--- config.mk ---
export PLATFORM = sky130hd
export DESIGN_NAME = lcdi_slave
export DESIGN_NICKNAME = d
export VERILOG_FILES = /design/src/hw/lcdi_pkg.sv /design/src/hw/lcdi_slave.sv /design/src/hw/lcdi_fifo.sv
export VERILOG_INCLUDE_DIRS = /design/src /design/src/hw
export SDC_FILE = /design/constraint.sdc
export NUM_CORES = 1
export LEC_CHECK = 0
export ABC_CLOCK_PERIOD_IN_PS = 3700
export BUFFER_PORTS_ARGS = -buffer_cell sky130_fd_sc_hd__clkbuf_2
export CAP_MARGIN = 20
export CORE_MARGIN = 2
export CORE_UTILIZATION = 31
export DETAILED_ROUTE_END_ITERATION = 12
export REMOVE_ABC_BUFFERS = 1
export SYNTH_ARGS = -nofsm -noshare
export SYNTH_HDL_FRONTEND = slang
export SYNTH_HIERARCHICAL = 1
export SYNTH_SLANG_ARGS = --single-unit
--- constraint.sdc ---
create_clock -name clk -period 3.7 [get_ports clk]
set_clock_uncertainty 0.2 [all_clocks]
set_input_delay 0.185 -clock clk [delete_from_list [all_inputs] [get_ports clk]]
set_output_delay 0.185 -clock clk [all_outputs]
set_load 0.05 [all_outputs]
--- src/hw/lcdi_defs.svh ---
// Constants of the write-only display driver serial slave.
// Assumes inclusion by bare name from the design files.
`ifndef LCDI_DEFS_SVH
`define LCDI_DEFS_SVH

// ----------------------------------------
// Slave address byte
// ----------------------------------------
`define LCDI_ADDR_PREFIX     6'h1c
`define LCDI_ADDR_SEL_BIT    1
`define LCDI_ADDR_RW_BIT     0

// ----------------------------------------
// Control byte fields
// ----------------------------------------
`define LCDI_CTRL_CONT_BIT   7
`define LCDI_CTRL_DEST_BIT   6

// ----------------------------------------
// Command encodings
// ----------------------------------------
`define LCDI_DEVSEL_CODE     5'h1c
`define LCDI_LDPTR_BIT       7

// ----------------------------------------
// Pointer limits, reset values and sizes
// ----------------------------------------
`define LCDI_PTR_LAST        7'h3b
`define LCDI_PTR_RST         7'h00
`define LCDI_SUB_RST         3'h0
`define LCDI_FIFO_DEPTH      4
`define LCDI_BITS_PER_BYTE   4'h8

`endif

--- src/hw/lcdi_pkg.sv ---
// Types of the display driver serial slave.
// Assumes nothing of its surroundings.
package lcdi_pkg;

    // ----------------------------------------
    // Parser states
    // ----------------------------------------
    typedef enum logic [4:0] {
        ST_IDLE = 5'b00001,
        ST_ADDR = 5'b00010,
        ST_CTRL = 5'b00100,
        ST_PAY  = 5'b01000,
        ST_IGN  = 5'b10000
    } lcdi_state_t;

endpackage

--- src/hw/lcdi_slave.sv ---
// Write-only two-wire serial slave front end of a segment display driver.
// Assumes SCL and SDA pins well below the 100 MHz clock, straps held steady.
`timescale 1ns/10ps
`include "lcdi_defs.svh"

module lcdi_slave #(
    parameter int FIFO_DEPTH = `LCDI_FIFO_DEPTH
) (
    input  wire logic       clk,
    input  wire logic       sys_rst,
    input  wire logic       scl_in,
    input  wire logic       sda_in,
    output      logic       sda_out,
    output      logic       sda_oe_n,
    input  wire logic       addr_select_pin,
    input  wire logic       hw_subaddr_pin_0,
    input  wire logic       hw_subaddr_pin_1,
    input  wire logic       hw_subaddr_pin_2,
    output      logic       disp_valid,
    input  wire logic       disp_ready,
    output      logic [7:0] disp_data,
    output      logic [6:0] disp_ptr,
    output      logic [2:0] disp_sub,
    output      logic       cmd_valid,
    output      logic [7:0] cmd_byte,
    output      logic [6:0] data_ptr,
    output      logic [2:0] subaddr,
    output      logic       addressed
);

    localparam int FW = 18;

    // ----------------------------------------
    // Input synchronisers
    // ----------------------------------------
    logic       scl_meta_r;
    logic       scl_s_r;
    logic       scl_d_r;
    logic       sda_meta_r;
    logic       sda_s_r;
    logic       sda_d_r;
    logic [3:0] strap_meta_r;
    logic [3:0] strap_s_r;

    always_ff @(posedge clk or posedge sys_rst) begin
        if (sys_rst) begin
            scl_meta_r <= 1'b1;
            scl_s_r    <= 1'b1;
            scl_d_r    <= 1'b1;
            sda_meta_r <= 1'b1;
            sda_s_r    <= 1'b1;
            sda_d_r    <= 1'b1;
        end else begin
            scl_meta_r <= scl_in;
            scl_s_r    <= scl_meta_r;
            scl_d_r    <= scl_s_r;
            sda_meta_r <= sda_in;
            sda_s_r    <= sda_meta_r;
            sda_d_r    <= sda_s_r;
        end
    end

    always_ff @(posedge clk or posedge sys_rst) begin
        if (sys_rst) begin
            strap_meta_r <= 4'h0;
            strap_s_r    <= 4'h0;
        end else begin
            strap_meta_r <= {addr_select_pin, hw_subaddr_pin_2, hw_subaddr_pin_1, hw_subaddr_pin_0};
            strap_s_r    <= strap_meta_r;
        end
    end

    logic       scl_rise;
    logic       scl_fall;
    logic       start_cond;
    logic       stop_cond;
    logic       sel_level;
    logic [2:0] hw_sub;

    assign scl_rise   = scl_s_r && !scl_d_r;
    assign scl_fall   = !scl_s_r && scl_d_r;
    assign start_cond = scl_s_r && scl_d_r && !sda_s_r && sda_d_r;
    assign stop_cond  = scl_s_r && scl_d_r && sda_s_r && !sda_d_r;
    assign sel_level  = strap_s_r[3];
    assign hw_sub     = strap_s_r[2:0];

    // ----------------------------------------
    // Byte decoders
    // ----------------------------------------
    function automatic logic addr_hit(input logic [7:0] b, input logic sel);
        addr_hit = (b[7:2] == `LCDI_ADDR_PREFIX) && (b[`LCDI_ADDR_SEL_BIT] == sel);
    endfunction

    function automatic logic is_devsel(input logic [7:0] b);
        is_devsel = (b[7:3] == `LCDI_DEVSEL_CODE);
    endfunction

    function automatic logic is_ldptr(input logic [7:0] b);
        is_ldptr = !b[`LCDI_LDPTR_BIT];
    endfunction

    // ----------------------------------------
    // Bit engine and parser
    // ----------------------------------------
    lcdi_pkg::lcdi_state_t state_r;
    logic [7:0]            shift_r;
    logic [3:0]            bit_cnt_r;
    logic                  in_ack_r;
    logic                  continue_flag_r;
    logic                  payload_select_flag_r;
    logic                  sda_oe_n_r;
    logic [6:0]            data_ptr_r;
    logic [2:0]            subaddr_r;
    logic                  cmd_valid_r;
    logic [7:0]            cmd_byte_r;
    logic                  addressed_r;
    logic                  fifo_ready;
    logic                  fifo_push;
    logic [FW-1:0]         fifo_out;

    logic                  byte_done;
    logic                  disp_byte;
    logic                  cmd_byte_hit;

    // Last bit sampled and the falling edge closes the byte
    assign byte_done    = scl_fall && !in_ack_r && (bit_cnt_r == `LCDI_BITS_PER_BYTE);
    assign disp_byte    = byte_done && (state_r == lcdi_pkg::ST_PAY) && payload_select_flag_r;
    assign cmd_byte_hit = byte_done && (state_r == lcdi_pkg::ST_PAY) && !payload_select_flag_r;
    assign fifo_push    = disp_byte && (subaddr_r == hw_sub);

    always_ff @(posedge clk or posedge sys_rst) begin
        if (sys_rst) begin
            shift_r   <= 8'h00;
            bit_cnt_r <= 4'h0;
            in_ack_r  <= 1'b0;
        end else if (start_cond || stop_cond) begin
            bit_cnt_r <= 4'h0;
            in_ack_r  <= 1'b0;
        end else if (scl_rise && !in_ack_r && bit_cnt_r != `LCDI_BITS_PER_BYTE) begin
            shift_r   <= {shift_r[6:0], sda_s_r};
            bit_cnt_r <= bit_cnt_r + 4'h1;
        end else if (byte_done) begin
            in_ack_r  <= 1'b1;
        end else if (scl_fall && in_ack_r) begin
            in_ack_r  <= 1'b0;
            bit_cnt_r <= 4'h0;
        end
    end

    always_ff @(posedge clk or posedge sys_rst) begin
        if (sys_rst) begin
            state_r               <= lcdi_pkg::ST_IDLE;
            continue_flag_r       <= 1'b0;
            payload_select_flag_r <= 1'b0;
        end else if (start_cond) begin
            state_r <= lcdi_pkg::ST_ADDR;
        end else if (stop_cond) begin
            state_r <= lcdi_pkg::ST_IDLE;
        end else if (byte_done) begin
            case (state_r)
                lcdi_pkg::ST_ADDR: begin
                    if (addr_hit(shift_r, sel_level) && !shift_r[`LCDI_ADDR_RW_BIT]) begin
                        state_r <= lcdi_pkg::ST_CTRL;
                    end else begin
                        state_r <= lcdi_pkg::ST_IGN;
                    end
                end
                lcdi_pkg::ST_CTRL: begin
                    continue_flag_r       <= shift_r[`LCDI_CTRL_CONT_BIT];
                    payload_select_flag_r <= shift_r[`LCDI_CTRL_DEST_BIT];
                    state_r               <= lcdi_pkg::ST_PAY;
                end
                lcdi_pkg::ST_PAY: begin
                    if (continue_flag_r) begin
                        state_r <= lcdi_pkg::ST_CTRL;
                    end
                end
                lcdi_pkg::ST_IGN: begin
                    state_r <= lcdi_pkg::ST_IGN;
                end
                default: begin
                    state_r <= lcdi_pkg::ST_IDLE;
                end
            endcase
        end
    end

    always_ff @(posedge clk or posedge sys_rst) begin
        if (sys_rst) begin
            addressed_r <= 1'b0;
        end else if (start_cond || stop_cond) begin
            addressed_r <= 1'b0;
        end else if (byte_done && state_r == lcdi_pkg::ST_ADDR) begin
            addressed_r <= addr_hit(shift_r, sel_level) && !shift_r[`LCDI_ADDR_RW_BIT];
        end
    end

    // ----------------------------------------
    // Acknowledge driver
    // ----------------------------------------
    always_ff @(posedge clk or posedge sys_rst) begin
        if (sys_rst) begin
            sda_oe_n_r <= 1'b1;
        end else if (start_cond || stop_cond) begin
            sda_oe_n_r <= 1'b1;
        end else if (byte_done) begin
            case (state_r)
                lcdi_pkg::ST_ADDR: begin
                    sda_oe_n_r <= !(addr_hit(shift_r, sel_level) && !shift_r[`LCDI_ADDR_RW_BIT]);
                end
                lcdi_pkg::ST_CTRL: begin
                    sda_oe_n_r <= 1'b0;
                end
                lcdi_pkg::ST_PAY: begin
                    // display byte acked only on matching subaddress with FIFO room
                    if (payload_select_flag_r) begin
                        sda_oe_n_r <= !((subaddr_r == hw_sub) && fifo_ready);
                    end else begin
                        sda_oe_n_r <= 1'b0;
                    end
                end
                default: begin
                    sda_oe_n_r <= 1'b1;
                end
            endcase
        end else if (scl_fall && in_ack_r) begin
            sda_oe_n_r <= 1'b1;
        end
    end

    // ----------------------------------------
    // Data pointer and subaddress counter
    // ----------------------------------------
    always_ff @(posedge clk or posedge sys_rst) begin
        if (sys_rst) begin
            data_ptr_r <= `LCDI_PTR_RST;
            subaddr_r  <= `LCDI_SUB_RST;
        end else if (cmd_byte_hit && is_devsel(shift_r)) begin
            subaddr_r  <= shift_r[2:0];
        end else if (cmd_byte_hit && is_ldptr(shift_r)) begin
            data_ptr_r <= shift_r[6:0];
        end else if (disp_byte) begin
            if (data_ptr_r >= `LCDI_PTR_LAST) begin
                data_ptr_r <= `LCDI_PTR_RST;
                subaddr_r  <= subaddr_r + 3'h1;
            end else begin
                data_ptr_r <= data_ptr_r + 7'h01;
            end
        end
    end

    // ----------------------------------------
    // Command strobe to the decoder
    // ----------------------------------------
    always_ff @(posedge clk or posedge sys_rst) begin
        if (sys_rst) begin
            cmd_valid_r <= 1'b0;
            cmd_byte_r  <= 8'h00;
        end else begin
            cmd_valid_r <= cmd_byte_hit;
            if (cmd_byte_hit) begin
                cmd_byte_r <= shift_r;
            end
        end
    end

    // ----------------------------------------
    // Display write queue
    // ----------------------------------------
    // byte tagged with pointer and subaddress
    lcdi_fifo #(
        .WIDTH (FW),
        .DEPTH (FIFO_DEPTH)
    ) lcdi_fifo_i (
        .clk       (clk),
        .sys_rst   (sys_rst),
        .in_valid  (fifo_push),
        .in_ready  (fifo_ready),
        .in_data   ({shift_r, data_ptr_r, subaddr_r}),
        .out_valid (disp_valid),
        .out_ready (disp_ready),
        .out_data  (fifo_out)
    );

    assign disp_data = fifo_out[17:10];
    assign disp_ptr  = fifo_out[9:3];
    assign disp_sub  = fifo_out[2:0];

    // only ever pulls the line low
    assign sda_out   = 1'b0;
    assign sda_oe_n  = sda_oe_n_r;
    assign cmd_valid = cmd_valid_r;
    assign cmd_byte  = cmd_byte_r;
    assign data_ptr  = data_ptr_r;
    assign subaddr   = subaddr_r;
    assign addressed = addressed_r;

endmodule // lcdi_slave

--- src/hw/lcdi_fifo.sv ---
// Small shift FIFO with a registered head word.
// Assumes one clock and an asynchronous active-high reset.
`timescale 1ns/10ps

module lcdi_fifo #(
    parameter int WIDTH = 18,
    parameter int DEPTH = 4
) (
    input  wire logic             clk,
    input  wire logic             sys_rst,
    input  wire logic             in_valid,
    output      logic             in_ready,
    input  wire logic [WIDTH-1:0] in_data,
    output      logic             out_valid,
    input  wire logic             out_ready,
    output      logic [WIDTH-1:0] out_data
);

    localparam int CW = $clog2(DEPTH + 1);

    logic [WIDTH-1:0] mem_r [DEPTH];
    logic [CW-1:0]    cnt_r;
    logic [CW-1:0]    cnt_nxt;
    logic [CW-1:0]    wr_idx;
    logic             full_r;
    logic             valid_r;
    logic             push;
    logic             pop;

    assign push      = in_valid && !full_r;
    assign pop       = out_ready && valid_r;
    assign in_ready  = !full_r;
    assign out_valid = valid_r;
    assign out_data  = mem_r[0];
    assign wr_idx    = pop ? cnt_r - CW'(1) : cnt_r;

    always_comb begin
        cnt_nxt = cnt_r;
        if (push && !pop) begin
            cnt_nxt = cnt_r + CW'(1);
        end else if (pop && !push) begin
            cnt_nxt = cnt_r - CW'(1);
        end
    end

    // ----------------------------------------
    // Storage, head always in slot 0
    // ----------------------------------------
    always_ff @(posedge clk or posedge sys_rst) begin
        if (sys_rst) begin
            for (int i = 0; i < DEPTH; i++) begin
                mem_r[i] <= '0;
            end
        end else begin
            for (int i = 0; i < DEPTH; i++) begin
                if (push && wr_idx == CW'(i)) begin
                    mem_r[i] <= in_data;
                end else if (pop && i < DEPTH - 1) begin
                    mem_r[i] <= mem_r[i+1];
                end
            end
        end
    end

    always_ff @(posedge clk or posedge sys_rst) begin
        if (sys_rst) begin
            cnt_r   <= '0;
            full_r  <= 1'b0;
            valid_r <= 1'b0;
        end else begin
            cnt_r   <= cnt_nxt;
            full_r  <= (cnt_nxt == CW'(DEPTH));
            valid_r <= (cnt_nxt != '0);
        end
    end

endmodule // lcdi_fifo

==> Yosys cells after proc, flatten, opt, wreduce, memory -nomap -nowiden <==
Cells that the tools add are included.
{ "op_classes": {"shifts": 0, "addsub": 5, "eq_ne": 18, "div_mod_pow": 0, "n_reduce_logical": 63, "n_lt_le_gt_ge": 1, "n_bitwise": 4, "mul": 0, "n_mux": 37} }
{ "ops": {"columns": ["cell", "n"], "rows": [
  ["18-bit two-way mux", 6],
  ["1-bit logical AND", 30],
  ["5-bit two-way mux", 5],
  ["3-bit two-way mux", 7],
  ["7-bit two-way mux", 3],
  ["5-bit case mux with 4 select lines", 1],
  ["4-bit two-way mux", 4],
  ["2-bit nonzero test", 7],
  ["1-bit logical NOT", 13],
  ["3-bit nonzero test", 4],
  ["5-bit == test, second input constant", 2],
  ["1-bit two-way mux", 10],
  ["2-bit AND reduction", 5],
  ["4-bit != test, second input constant", 2],
  ["7-bit by 1-bit adder with 7-bit output, second input constant", 1],
  ["7-bit by 6-bit >= comparator with 1-bit output, second input constant", 1],
  ["3-bit by 1-bit adder with 3-bit output, second input constant", 2],
  ["3-bit by 2-bit == test with 1-bit output, second input constant", 2],
  ["6-bit by 5-bit == test with 1-bit output, second input constant", 1],
  ["5-bit by 2-bit == test with 1-bit output, second input constant", 1],
  ["5-bit by 3-bit == test with 1-bit output, second input constant", 1],
  ["5-bit by 4-bit == test with 1-bit output, second input constant", 1],
  ["4-bit by 1-bit adder with 4-bit output, second input constant", 1],
  ["4-bit == test, second input constant", 1],
  ["13 further kinds", 17]
]} }
{ "word_totals": {"latch_bits": 0, "romBits": 0, "input_bits": 9, "reg_bits": 132, "mem_count": 0, "ramBits": 0, "out_inout_bits": 41, "elab_cells": 155} }

==> Longest topological paths before layout <==
Gate-level depths: netlist of run 1.
{ "logic_depth": {"depth_word": 13, "depth_mapped": 11, "depth_no_buf": 9} }

==> Hierarchy <==
The synthesis of run 1 kept the hierarchy.
{ "by_module_without_submodules": {"columns": ["mod", "seq_area_each_um2", "cells_each", "area_per_inst_um2", "n_inst"], "rows": [
  ["lcdi_fifo", 1926.8, 373, 3854.9, 1],
  ["lcdi_slave", 1386.3, 218, 2497.4, 1]
]} }

==> Worst setup path before layout of run 1 <==
OpenSTA, ideal clock, no wires.
{ "synth_timing": {"kind": "register -> register", "start": "register scl_d_r", "end": "register lcdi_fifo_i/mem_r[0] (netlist bit)", "arrival_ns": 2.681, "n_path_buf": 2, "period_less_slack_ns": 3.006, "stages_incl_launch_ff": 10, "path_slack_ns": 0.694, "setup_ns": 0.125, "required_time_ns": 3.375, "cell_sequence": "dfstp_2 -> or3b_4 -> nor4_4 -> and3_1 -> nand2b_1 -> buf_1 -> a21oi_2 -> a21boi_4 -> buf_8 -> mux2_4"} }
{ "synth_between": {"elab_chain_len": 8} }
{ "synth_lines": {"columns": ["element", "line_no", "text"], "rows": [
  ["start: declaration", "lcdi_slave.sv:38", "logic scl_d_r;"],
  ["start signal: assignment", "lcdi_slave.sv:56", "scl_d_r <= scl_s_r;"],
  ["1-bit logical AND", "lcdi_slave.sv:81", "assign scl_fall = !scl_s_r && scl_d_r;"],
  ["1-bit logical AND (2 in series)", "lcdi_slave.sv:126", "assign byte_done = scl_fall && !in_ack_r && (bit_cnt_r == `LCDI_BITS_PER_BYTE);"],
  ["1-bit logical AND (2 in series)", "lcdi_slave.sv:127", "assign disp_byte = byte_done && (state_r == lcdi_pkg::ST_PAY) && payload_select_flag_r;"],
  ["1-bit logical AND", "lcdi_slave.sv:129", "assign fifo_push = disp_byte && (subaddr_r == hw_sub);"],
  ["named net fifo_push", "lcdi_slave.sv:118", "logic fifo_push;"],
  ["1-bit logical AND", "lcdi_fifo.sv:30", "assign push = in_valid && !full_r;"],
  ["1-bit logical AND", "lcdi_fifo.sv:56", "if (push && wr_idx == CW'(i)) begin"],
  ["end signal: indexed assignment", "lcdi_fifo.sv:57", "mem_r[i] <= in_data;"],
  ["end signal: indexed assignment", "lcdi_fifo.sv:59", "mem_r[i] <= mem_r[i+1];"],
  ["end: declaration", "lcdi_fifo.sv:21", "logic [WIDTH-1:0] mem_r [DEPTH];"]
]} }
The timed path passes the listed nets, and every way through them passes these cells.
A chain may end at the register's enable or synchronous reset.

==> Worst setup path after layout of run 1 <==
{ "layout_timing": {"start": "register scl_d_r", "end": "register lcdi_fifo_i/mem_r[10] (netlist bit)"} }
The elaborated chain is that of the path after synthesis.

==> reports/metrics.cfg, run 1 <==
[run_status]
status = complete, no violations

[critical_path]
cp.arrival_ns = 3.30
path_max_fanout = 14
critPathCaptureType = flop
path_cells = or3b_4, nor4_4, and3_1, nand2b_1, a21oi_2, a21boi_4, buf_12, mux2_2
r2r_cells = 8
critPathLaunchType = flop
worstReg2RegEnd = lcdi_fifo_i/mem_r[10]
required_ns = 3.81
r2r_setup_slack_ns = 0.50
slowest_delay_ns = 0.57
cp_slowest_cell = dfstp_2
r2r_start = scl_d_r
path_class = reg2reg

[clock_network]
numClockSinks = 132
root_buffer = clkbuf_16
numCtsBuffers = 17
clock_path_buffers = 2
ctsHtreeMaxLevel = 4
cts_setup_buffers = 0
worstSkewPairLatency_ns = 0.42
cts_tree = built
cts_resized = 0
clkTransAtPathRegs_ns = 0.06

[synth]
syn_inst = 591
ys_seq_area_frac = 0.522
yosysMostFrequentCell = nand2_1
ys_types = 64
synth_area_leaders = dfrtp_1 49%, mux2_2 11%, nand2_1 8.2%, dfstp_2 3.3%, mux2i_1 3.0%
synth.top_cell.area_share = 0.488
synth_edf_count = 0
synth-main-ff-cell = dfrtp_1
ys_top_cells_by_count = 139 x nand2_1, 124 x dfrtp_1, 62 x mux2_2, 32 x o21ai_0, 20 x buf_4
synth_top_area_cell = dfrtp_1
synthArstFlopShare = 1.00
synth_seq_cells = 132
netlist_area_mm2 = 0.00635
synth_area_per_cell_um2 = 10.7
ys.warnings.count = 6

[floorplanning]
coreArea_mm2 = 0.0202
design.die.area_mm2 = 0.0217
rows = 52
start_util = 0.315
die_x_um = 147
pin_count = 50
die_h_um = 147

[timing]
fin_setup_tns_ns = 0
final.setup.worst_slack_ns = 0.505
setup_viol = 0
slew_viol_final = 0
fin_crit_sh = 0.864
fmax_ghz = 0.313
hold_viol = 0
worst_slew_pin_slew_ns = 0.608
timing.slew.headroom = 0.594
layout_min_cycle_time_ns = 3.20
grt_setup_unrepaired = no

[cells_and_area]
layout.nets = 648
diodes = 0
area_growth_pct = 17.4
drive_gt1_frac = 0.293

[pwr]
swShare = 0.294
p_int_mw = 2.82
combPwrFrac = 0.137
power_frac_seq = 0.436
switchingPower_mw = 1.17
ir_drop_v = 0.000310
power_density_mw_per_mm2 = 535
leakagePower_nw = 3.65
clockPowerShare = 0.427

[detailed_routing]
drc = 0
drt-wirelength-per-cell_um = 14.6
vias = 4305
dr.pass1.iters = 4
top_layer_used = met4
met1Wirelength_mm = 6.27
drt_first_iter_violations = 278
met3_length_um = 540
routed_wl_mm = 13.4
wl_met2_mm = 6.27
ant_nets = 0
vias_per_cell = 4.70

[global_routing]
grt_pass1_wl_mm = 22.7
grt_use_total = 0.133
grt_pass1_vias = 4298
grt_max_degree = 55
globalRouteOverflowTotal = 0
grt_antenna_before_repair = 0

[run]
maxCapViolCount = 0

[placed_design]
dp_hpwl_mm = 8.77
portBuffers = 48
preCtsSetupSlack_ns = 0.493
gp_congestion = 0.822

[hold_path]
hp-class = in2async

-- power groups by stage --
stage | Sequential, mW | Clock [mW] | Combinational [mW]
6_report | 1.74 | 1.70 | 0.546
5_1_grt | 1.76 | 1.83 | 0.613
4_1_cts | 1.74 | 1.75 | 0.550
3_5_place_dp | 1.77 | 0 | 0.542
3_3_place_gp | 1.76 | 0 | 0.538
2_1_floorplan | 1.70 | 0 | 0.398
-- layout make-up --
type,instances,area (um^2)
timing repair buffer,66,425
fill,2034,12700
multi-input combinational,399,2720
sequential,132,3310
clock buffer,19,443
tap,270,338
clock inverter,13,156
inverter,17,65.1
-- repair_timing --
item                       CTS  global route
hold buffers                 7             0
setup endpoints to repair    0             0
hold endpoints to repair    85             0
-- layer usage --
metal / GRT usage / vias to the layer above
li1: - / 2105
met5: 0 / -
met3: 0.0366 / 20
met4: 0.0567 / 0
met1: 0.174 / 2103
met2: 0.207 / 77
-- flip-flops by register name, indices dropped and copies added, names as in the netlist, 4 cells and up --
name / count
bit_cnt_r: 4
cmd_byte: 8
lcdi_fifo_i/mem_r: 54
lcdi_fifo_i/out_data: 18
strap_s_r: 4
data_ptr: 7
shift_r: 8
state_r: 5
strap_meta_r: 4
-- metrics by stage --
step | total power [mW] | util | hold slack [ns] | instances | instance area, um^2
6_report | 3.99 | 0.370 | 0.0154 | 916 | 7460
3_5_place_dp | 2.31 | 0.335 | 0.0739 | 876 | 6760
5_1_grt | 4.21 | 0.370 | 0.0136 | 916 | 7460
3_3_place_gp | 2.30 | 0.335 | 0.0754 | 876 | 6760
2_1_floorplan | 2.09 | - | -0.0105 | 548 | 6080
4_1_cts | 4.05 | 0.368 | 0.144 | 915 | 7430
-- logic make-up (layout without fill, tap and decap cells) --
| family | after synthesis | in the layout | share of synthesized area |
|---|---|---|---|
| compound gates | 69 | 69 | 0.0713 |
| fa+ha+maj | 6 | 6 | 0.0118 |
| simple gates | 219 | 219 | 0.159 |
| other cells | 1 | 1 | 0.000590 |
| buf+inv | 60 | 115 | 0.0528 |
| flops | 132 | 132 | 0.522 |
| xor+xnor | 10 | 10 | 0.0138 |
| mux | 94 | 94 | 0.169 |
-- worst max-delay path by stage --
| stage | to | start | cells past startpoint |
|---|---|---|---|
| floorplan | lcdi_fifo_i/out_data[0] | scl_d_r | 6 |
| global placement | lcdi_fifo_i/mem_r[10] | scl_d_r | 8 |
| detailed placement | lcdi_fifo_i/mem_r[10] | scl_d_r | 8 |
| CTS | lcdi_fifo_i/mem_r[10] | scl_d_r | 8 |
| global route | lcdi_fifo_i/mem_r[10] | scl_d_r | 8 |
| finish | lcdi_fifo_i/mem_r[10] | scl_d_r | 8 |
-- critical path, delay by kind of cell (launching register included) --
family	cells	cell delay (ns)
compound gates	2	0.57
buf+inv	1	0.20
flops	1	0.57
mux	1	0.34
simple gates	4	1.20
-- layout by cell type (no fill, tap or decap), types with 4 or more instances in the layout --
master         instances
a21oi_1                7
and3_1                 4
buf_4                  9
clkbuf_16             17
clkbuf_2              48
clkinv_2               6
dfrtp_1              124
dfstp_2                8
dlygate4sd3_1          7
ha_1                   6
inv_1                 15
mux2_2                62
mux2_4                10
mux2i_1               19
nand2_1              139
nand3_1               13
nor2_1                19
nor3_1                10
o21ai_0               32
o22ai_1                4
xnor2_1                6
xor2_1                 4
No activity file was read; power rests on OpenSTA's default activity.
==> run 2, diff against run 1 <==
--- a/config.mk
+++ b/config.mk
@@ -10,8 +10,9 @@
 export BUFFER_PORTS_ARGS = -buffer_cell sky130_fd_sc_hd__clkbuf_2
 export CAP_MARGIN = 20
 export CORE_MARGIN = 2
-export CORE_UTILIZATION = 31
+export CORE_UTILIZATION = 50
 export DETAILED_ROUTE_END_ITERATION = 12
+export PLACE_DENSITY = 0.68
 export REMOVE_ABC_BUFFERS = 1
 export SYNTH_ARGS = -nofsm -noshare
 export SYNTH_HDL_FRONTEND = slang
==> run 2 against run 1 <==
  * Routed wire length decreased by 5.2%
  * Non-clock buffer count increased by 2
  * Core utilization increased by 22 points
  * Critical path depth unchanged
  * Final cell count decreased by 10%
  * Via count increased by 3.2%
  * First-iteration DRC count decreased by 7.2%
==> reports/metrics.cfg, run 2 (synthesis gave the netlist of run 1 again) <==
[cells_and_area]
final_area_mm2 = 0.00734
stdcell_count = 820
nFillCells = 1109
drive_gt1_frac = 0.296
final_cell_mix = 139 x nand2_1, 124 x dfrtp_1, 62 x mux2_2
final_common_cell = nand2_1
top_register = lcdi_fifo_i/mem_r
regArea_mm2 = 0.00331
area_growth_pct = 15.6
diodes = 0
layout.nets = 650
utilization = 0.586
multi_input_area_mm2 = 0.00272
largest_register_ffs = 54

[timing]
final.setup.worst_slack_ns = 0.471
timing.slew.headroom = 0.276
grt_setup_unrepaired = no
fin_setup_tns_ns = 0
hold_ws_ns = 0.0634
fmax_ghz = 0.310
fin_crit_sh = 0.873
slew_viol_final = 0
layout_min_cycle_time_ns = 3.23
setup_viol = 0
hold_viol = 0
worst_slew_pin_slew_ns = 1.09

[hold_path]
hp-class = in2async

[floorplanning]
rows = 41
die_x_um = 117
die_h_um = 117
design.die.area_mm2 = 0.0136
coreArea_mm2 = 0.0125
start_util = 0.507
pin_count = 50

[critical_path]
cp.arrival_ns = 3.33
critPathCaptureType = flop
crit_path_start = scl_d_r
endpoint = lcdi_fifo_i/mem_r[16]
r2r_cells = 8
path_class = reg2reg
critPathLaunchType = flop
path_max_fanout = 18
worstReg2RegEnd = lcdi_fifo_i/mem_r[16]
r2r_start = scl_d_r
required_ns = 3.80
r2r_setup_slack_ns = 0.47

[global_routing]
grt_pass1_vias = 4409
globalRouteOverflowTotal = 0
grt_max_degree = 52
grt_use_total = 0.204
grt_pass1_wl_mm = 21.5
grt_antenna_before_repair = 0

[pwr]
ir_drop_v = 0.000395
switchingPower_mw = 1.20
power_density_mw_per_mm2 = 539
clockPowerShare = 0.424
combPwrFrac = 0.140
p_int_mw = 2.76
swShare = 0.304
p_total_mw = 3.96
power_frac_seq = 0.437
leakagePower_nw = 3.66

[clock_network]
holdBufCountCts = 7
numClockSinks = 132
cts_resized = 0
root_buffer = clkbuf_16
clkTransAtPathRegs_ns = 0.06
cts_setup_buffers = 0
numCtsBuffers = 17
clock_path_buffers = 2
cts_tree = built
worstSkewPairLatency_ns = 0.42
ctsHtreeMaxLevel = 4

[detailed_routing]
dr.pass1.iters = 5
drt_first_iter_violations = 258
routed_wl_mm = 12.7
vias_per_cell = 5.42
ant_nets = 0
drc = 0
drt-wirelength-per-cell_um = 15.5
vias = 4443

[placed_design]
placed_cells = 778
dpl_cell_area_mm2 = 0.00662
gp_congestion = 0.816
dp_hpwl_mm = 8.16
preCtsSetupSlack_ns = 0.488
portBuffers = 48

[run]
maxCapViolCount = 0

[run_status]
status = complete, no violations

## run 2: cell types whose count changed in the layout (fill, tap and decap cells not counted), sizes merged
cell and change:
inv +6, clkinv -3, buf +2, clkbuf -2, bufinv -1
## run 2: how the worst min path moves through the flow
| stage | from | to | slack (ns) | cells after the start |
|---|---|---|---|---|
| 5_1_grt | sys_rst | lcdi_fifo_i/mem_r[37] | 0.07 | 3 |
| 3_3_place_gp | scl_in | scl_meta_r | 0.07 | 1 |
| 6_report | sys_rst | lcdi_fifo_i/full_r | 0.06 | 3 |
| 3_5_place_dp | scl_in | scl_meta_r | 0.08 | 1 |
| 4_1_cts | disp_ready | lcdi_fifo_i/out_data[1] | 0.12 | 5 |
| 2_1_floorplan | scl_in | scl_meta_r | -0.01 | 0 |
## run 2: critical path: stages, from the launching register on
cell and delay (ns):
dfstp_2 0.57, or3b_4 0.42, nor4_4 0.35, and3_1 0.23, nand2b_1 0.20, a21oi_2 0.25
a21boi_4 0.20, buf_4 0.30, mux2_2 0.37
## run 2: final cells by class
class                           instances  area share
Inverter                               17     0.00869
Sequential cell                       132       0.451
Clock inverter                         15      0.0232
Tap cell                              172      0.0293
Clock buffer                           17      0.0580
Timing Repair Buffer                   68      0.0595
Multi-Input combinational cell        399       0.370
## run 2: routing by layer
layer / vias to the layer above / routed length, um / global-route usage / share of wire
met4: 0 / 196 / 0.0784 / 0.015
met1: 2219 / 5630 / 0.259 / 0.44
met3: 18 / 454 / 0.0493 / 0.036
li1: 2125 / - / - / -
met2: 81 / 6400 / 0.340 / 0.50
met5: - / 0 / 0 / 0
## run 2: power by group through the flow
stage                     clock (mW)  combinational, mW  sequential, mW
after floorplan                    0              0.398            1.70
after global placement             0              0.525            1.75
after detailed placement           0              0.542            1.75
after CTS                       1.71              0.550            1.73
after global routing            1.79              0.615            1.75
final                           1.68              0.553            1.73
==> run 3, diff against run 2 <==
--- a/config.mk
+++ b/config.mk
@@ -9,11 +9,14 @@
 export ABC_CLOCK_PERIOD_IN_PS = 3700
 export BUFFER_PORTS_ARGS = -buffer_cell sky130_fd_sc_hd__clkbuf_2
 export CAP_MARGIN = 20
+export CELL_PAD_IN_SITES_DETAIL_PLACEMENT = 0
+export CELL_PAD_IN_SITES_GLOBAL_PLACEMENT = 1
 export CORE_MARGIN = 2
-export CORE_UTILIZATION = 50
+export CORE_UTILIZATION = 48
 export DETAILED_ROUTE_END_ITERATION = 12
-export PLACE_DENSITY = 0.68
+export PLACE_DENSITY_LB_ADDON = 0.1
 export REMOVE_ABC_BUFFERS = 1
+export SLEW_MARGIN = 10
 export SYNTH_ARGS = -nofsm -noshare
 export SYNTH_HDL_FRONTEND = slang
 export SYNTH_HIERARCHICAL = 1
==> run 3 against run 2 <==
  * Sequential power barely moved
  * Critical path type unchanged
  * Maximum frequency down 1.2%
  * Final cell count is 0.49% higher
  * Critical endpoint is now lcdi_fifo_i/mem_r[10]
  * Cell area grew 1.6%
  * Global-route usage is essentially flat
  * Non-clock buffer count unchanged
  * Worst hold slack better by 0.026 ns
  * Worst setup slack got worse by 0.040 ns
  * Count of clock-buffer cells in the layout up 6
  * Die area is 4.0% higher
  * Largest cell class unchanged
  * Clock power grew 19%
  * Flip-flop and latch count did not move
  * Highest routed layer unchanged
==> reports/metrics.cfg, run 3 (synthesis gave the netlist of run 1 again) <==
[timing]
hold_ws_ns = 0.0893
fin_setup_tns_ns = 0
grt_setup_unrepaired = no
fmax_ghz = 0.306
hold_viol = 0
timing.slew.headroom = 0.521
layout_min_cycle_time_ns = 3.27
fin_crit_sh = 0.884
slew_viol_final = 0
setup_viol = 0
worst_slew_pin_slew_ns = 0.718

[placed_design]
dpl_cell_area_mm2 = 0.00665
placed_cells = 783
gp_congestion = 0.816
dp_hpwl_mm = 8.71
portBuffers = 48

[critical_path]
crit_family = simple AND/OR/NAND/NOR gates
required_ns = 3.80
path_cells = or3b_4, nor4_4, and3_1, nand2b_1, a21oi_2, a21boi_4, buf_4, mux2_2
cp_slowest_cell = dfstp_2
cp.arrival_ns = 3.37
slowest_delay_ns = 0.57
path_max_fanout = 18
path_class = reg2reg
critPathCaptureType = flop
cp_num_buf_inv = 1
critPathLaunchType = flop

[detailed_routing]
routed_wl_mm = 13.3
dr.pass1.iters = 4
vias = 4346
drt_first_iter_violations = 198
vias_per_cell = 5.27
drc = 0
ant_nets = 0
drt-wirelength-per-cell_um = 16.1

[clock_network]
ctsHtreeMaxLevel = 4
worstSkewPairLatency_ns = 0.41
numClockSinks = 132
cts_tree = built
clock_path_buffers = 2
clkTransAtPathRegs_ns = 0.06
numCtsBuffers = 17
root_buffer = clkbuf_16

[pwr]
p_total_mw = 4.29
leakagePower_nw = 3.71
ir_drop_v = 0.000313
power_density_mw_per_mm2 = 574

[floorplanning]
rows = 42
design.die.area_mm2 = 0.0142
die_x_um = 119
die_h_um = 119
coreArea_mm2 = 0.0131
start_util = 0.485
pin_count = 50

[global_routing]
grt_pass1_vias = 4418
grt_antenna_before_repair = 0
grt_max_degree = 56
grt_use_total = 0.204
grt_pass1_wl_mm = 22.8
globalRouteOverflowTotal = 0

[cells_and_area]
layout.nets = 650
final_common_cell = nand2_1
final_area_mm2 = 0.00746
drive_gt1_frac = 0.293
stdcell_count = 824
nFillCells = 1137
largest_register_ffs = 54
diodes = 0
area_growth_pct = 17.4
final_cell_mix = 139 x nand2_1, 124 x dfrtp_1, 62 x mux2_2
top_register = lcdi_fifo_i/mem_r

[run]
maxCapViolCount = 0

[run_status]
status = complete, no violations

[hold_path]
hp-class = in2async

## run 3: cell count changes in the layout (fill, tap and decap cells not counted), sizes merged
cell	previous run	this run
bufinv	2	7
clkbuf	65	71
clkinv	5	3
clkinvlp	2	0
inv	23	16
## run 3: worst paths after layout
kind,slack [ns],start,cells past startpoint,to
max reg2reg,0.43,scl_d_r,8,lcdi_fifo_i/mem_r[10]
min in group clk,0.12,disp_ready,5,lcdi_fifo_i/mem_r[31]
min,0.09,sys_rst,3,lcdi_fifo_i/out_data[15]
max in group asynchronous,2.20,sys_rst,4,scl_d_r
max,0.43,scl_d_r,8,lcdi_fifo_i/mem_r[10]
min reg2reg,0.15,strap_meta_r[3],0,strap_s_r[3]
## run 3: worst min-delay path, cell delays in order
cell	delay, ns
dlygate4sd3_1	0.54
clkbuf_2	0.13
clkinv_2	0.23
## run 3: final cells by class
class | instances | area [um^2] | area share
Sequential cell | 132 | 3310 | 0.444
Multi-Input combinational cell | 399 | 2720 | 0.364
Clock buffer | 23 | 488 | 0.0654
Timing Repair Buffer | 68 | 437 | 0.0585
Clock inverter | 9 | 220 | 0.0295
Tap cell | 176 | 220 | 0.0295
Inverter | 17 | 65.1 | 0.00872
## run 3: metal layers
layer | vias up | wire length (um) | global-route usage
met3 | 12 | 265 | 0.0398
met4 | 0 | 174 | 0.0737
met1 | 2179 | 6330 | 0.268
met2 | 46 | 6510 | 0.337
met5 | - | 0 | 0
li1 | 2109 | - | -
## run 3: timing repair
| item | CTS | global route |
|---|---|---|
| hold endpoints to repair | 91 | 0 |
| resized for setup | 0 | 0 |
| hold buffers | 7 | 0 |
| setup buffers | 0 | 0 |
## run 3: stage by stage
stage / util / worst slack [ns]
4_1_cts: 0.568 / 0.457
3_5_place_dp: 0.508 / 0.466
5_1_grt: 0.570 / 0.212
3_3_place_gp: 0.508 / 0.535
2_1_floorplan: - / 0.462
6_report: 0.570 / 0.430
## run 3: power breakdown
part | leakage [nW] | switching [mW] | internal, mW
registers | 1.77 | 0.195 | 1.54
logic | 1.60 | 0.343 | 0.208
clock network | 0.347 | 0.598 | 1.40
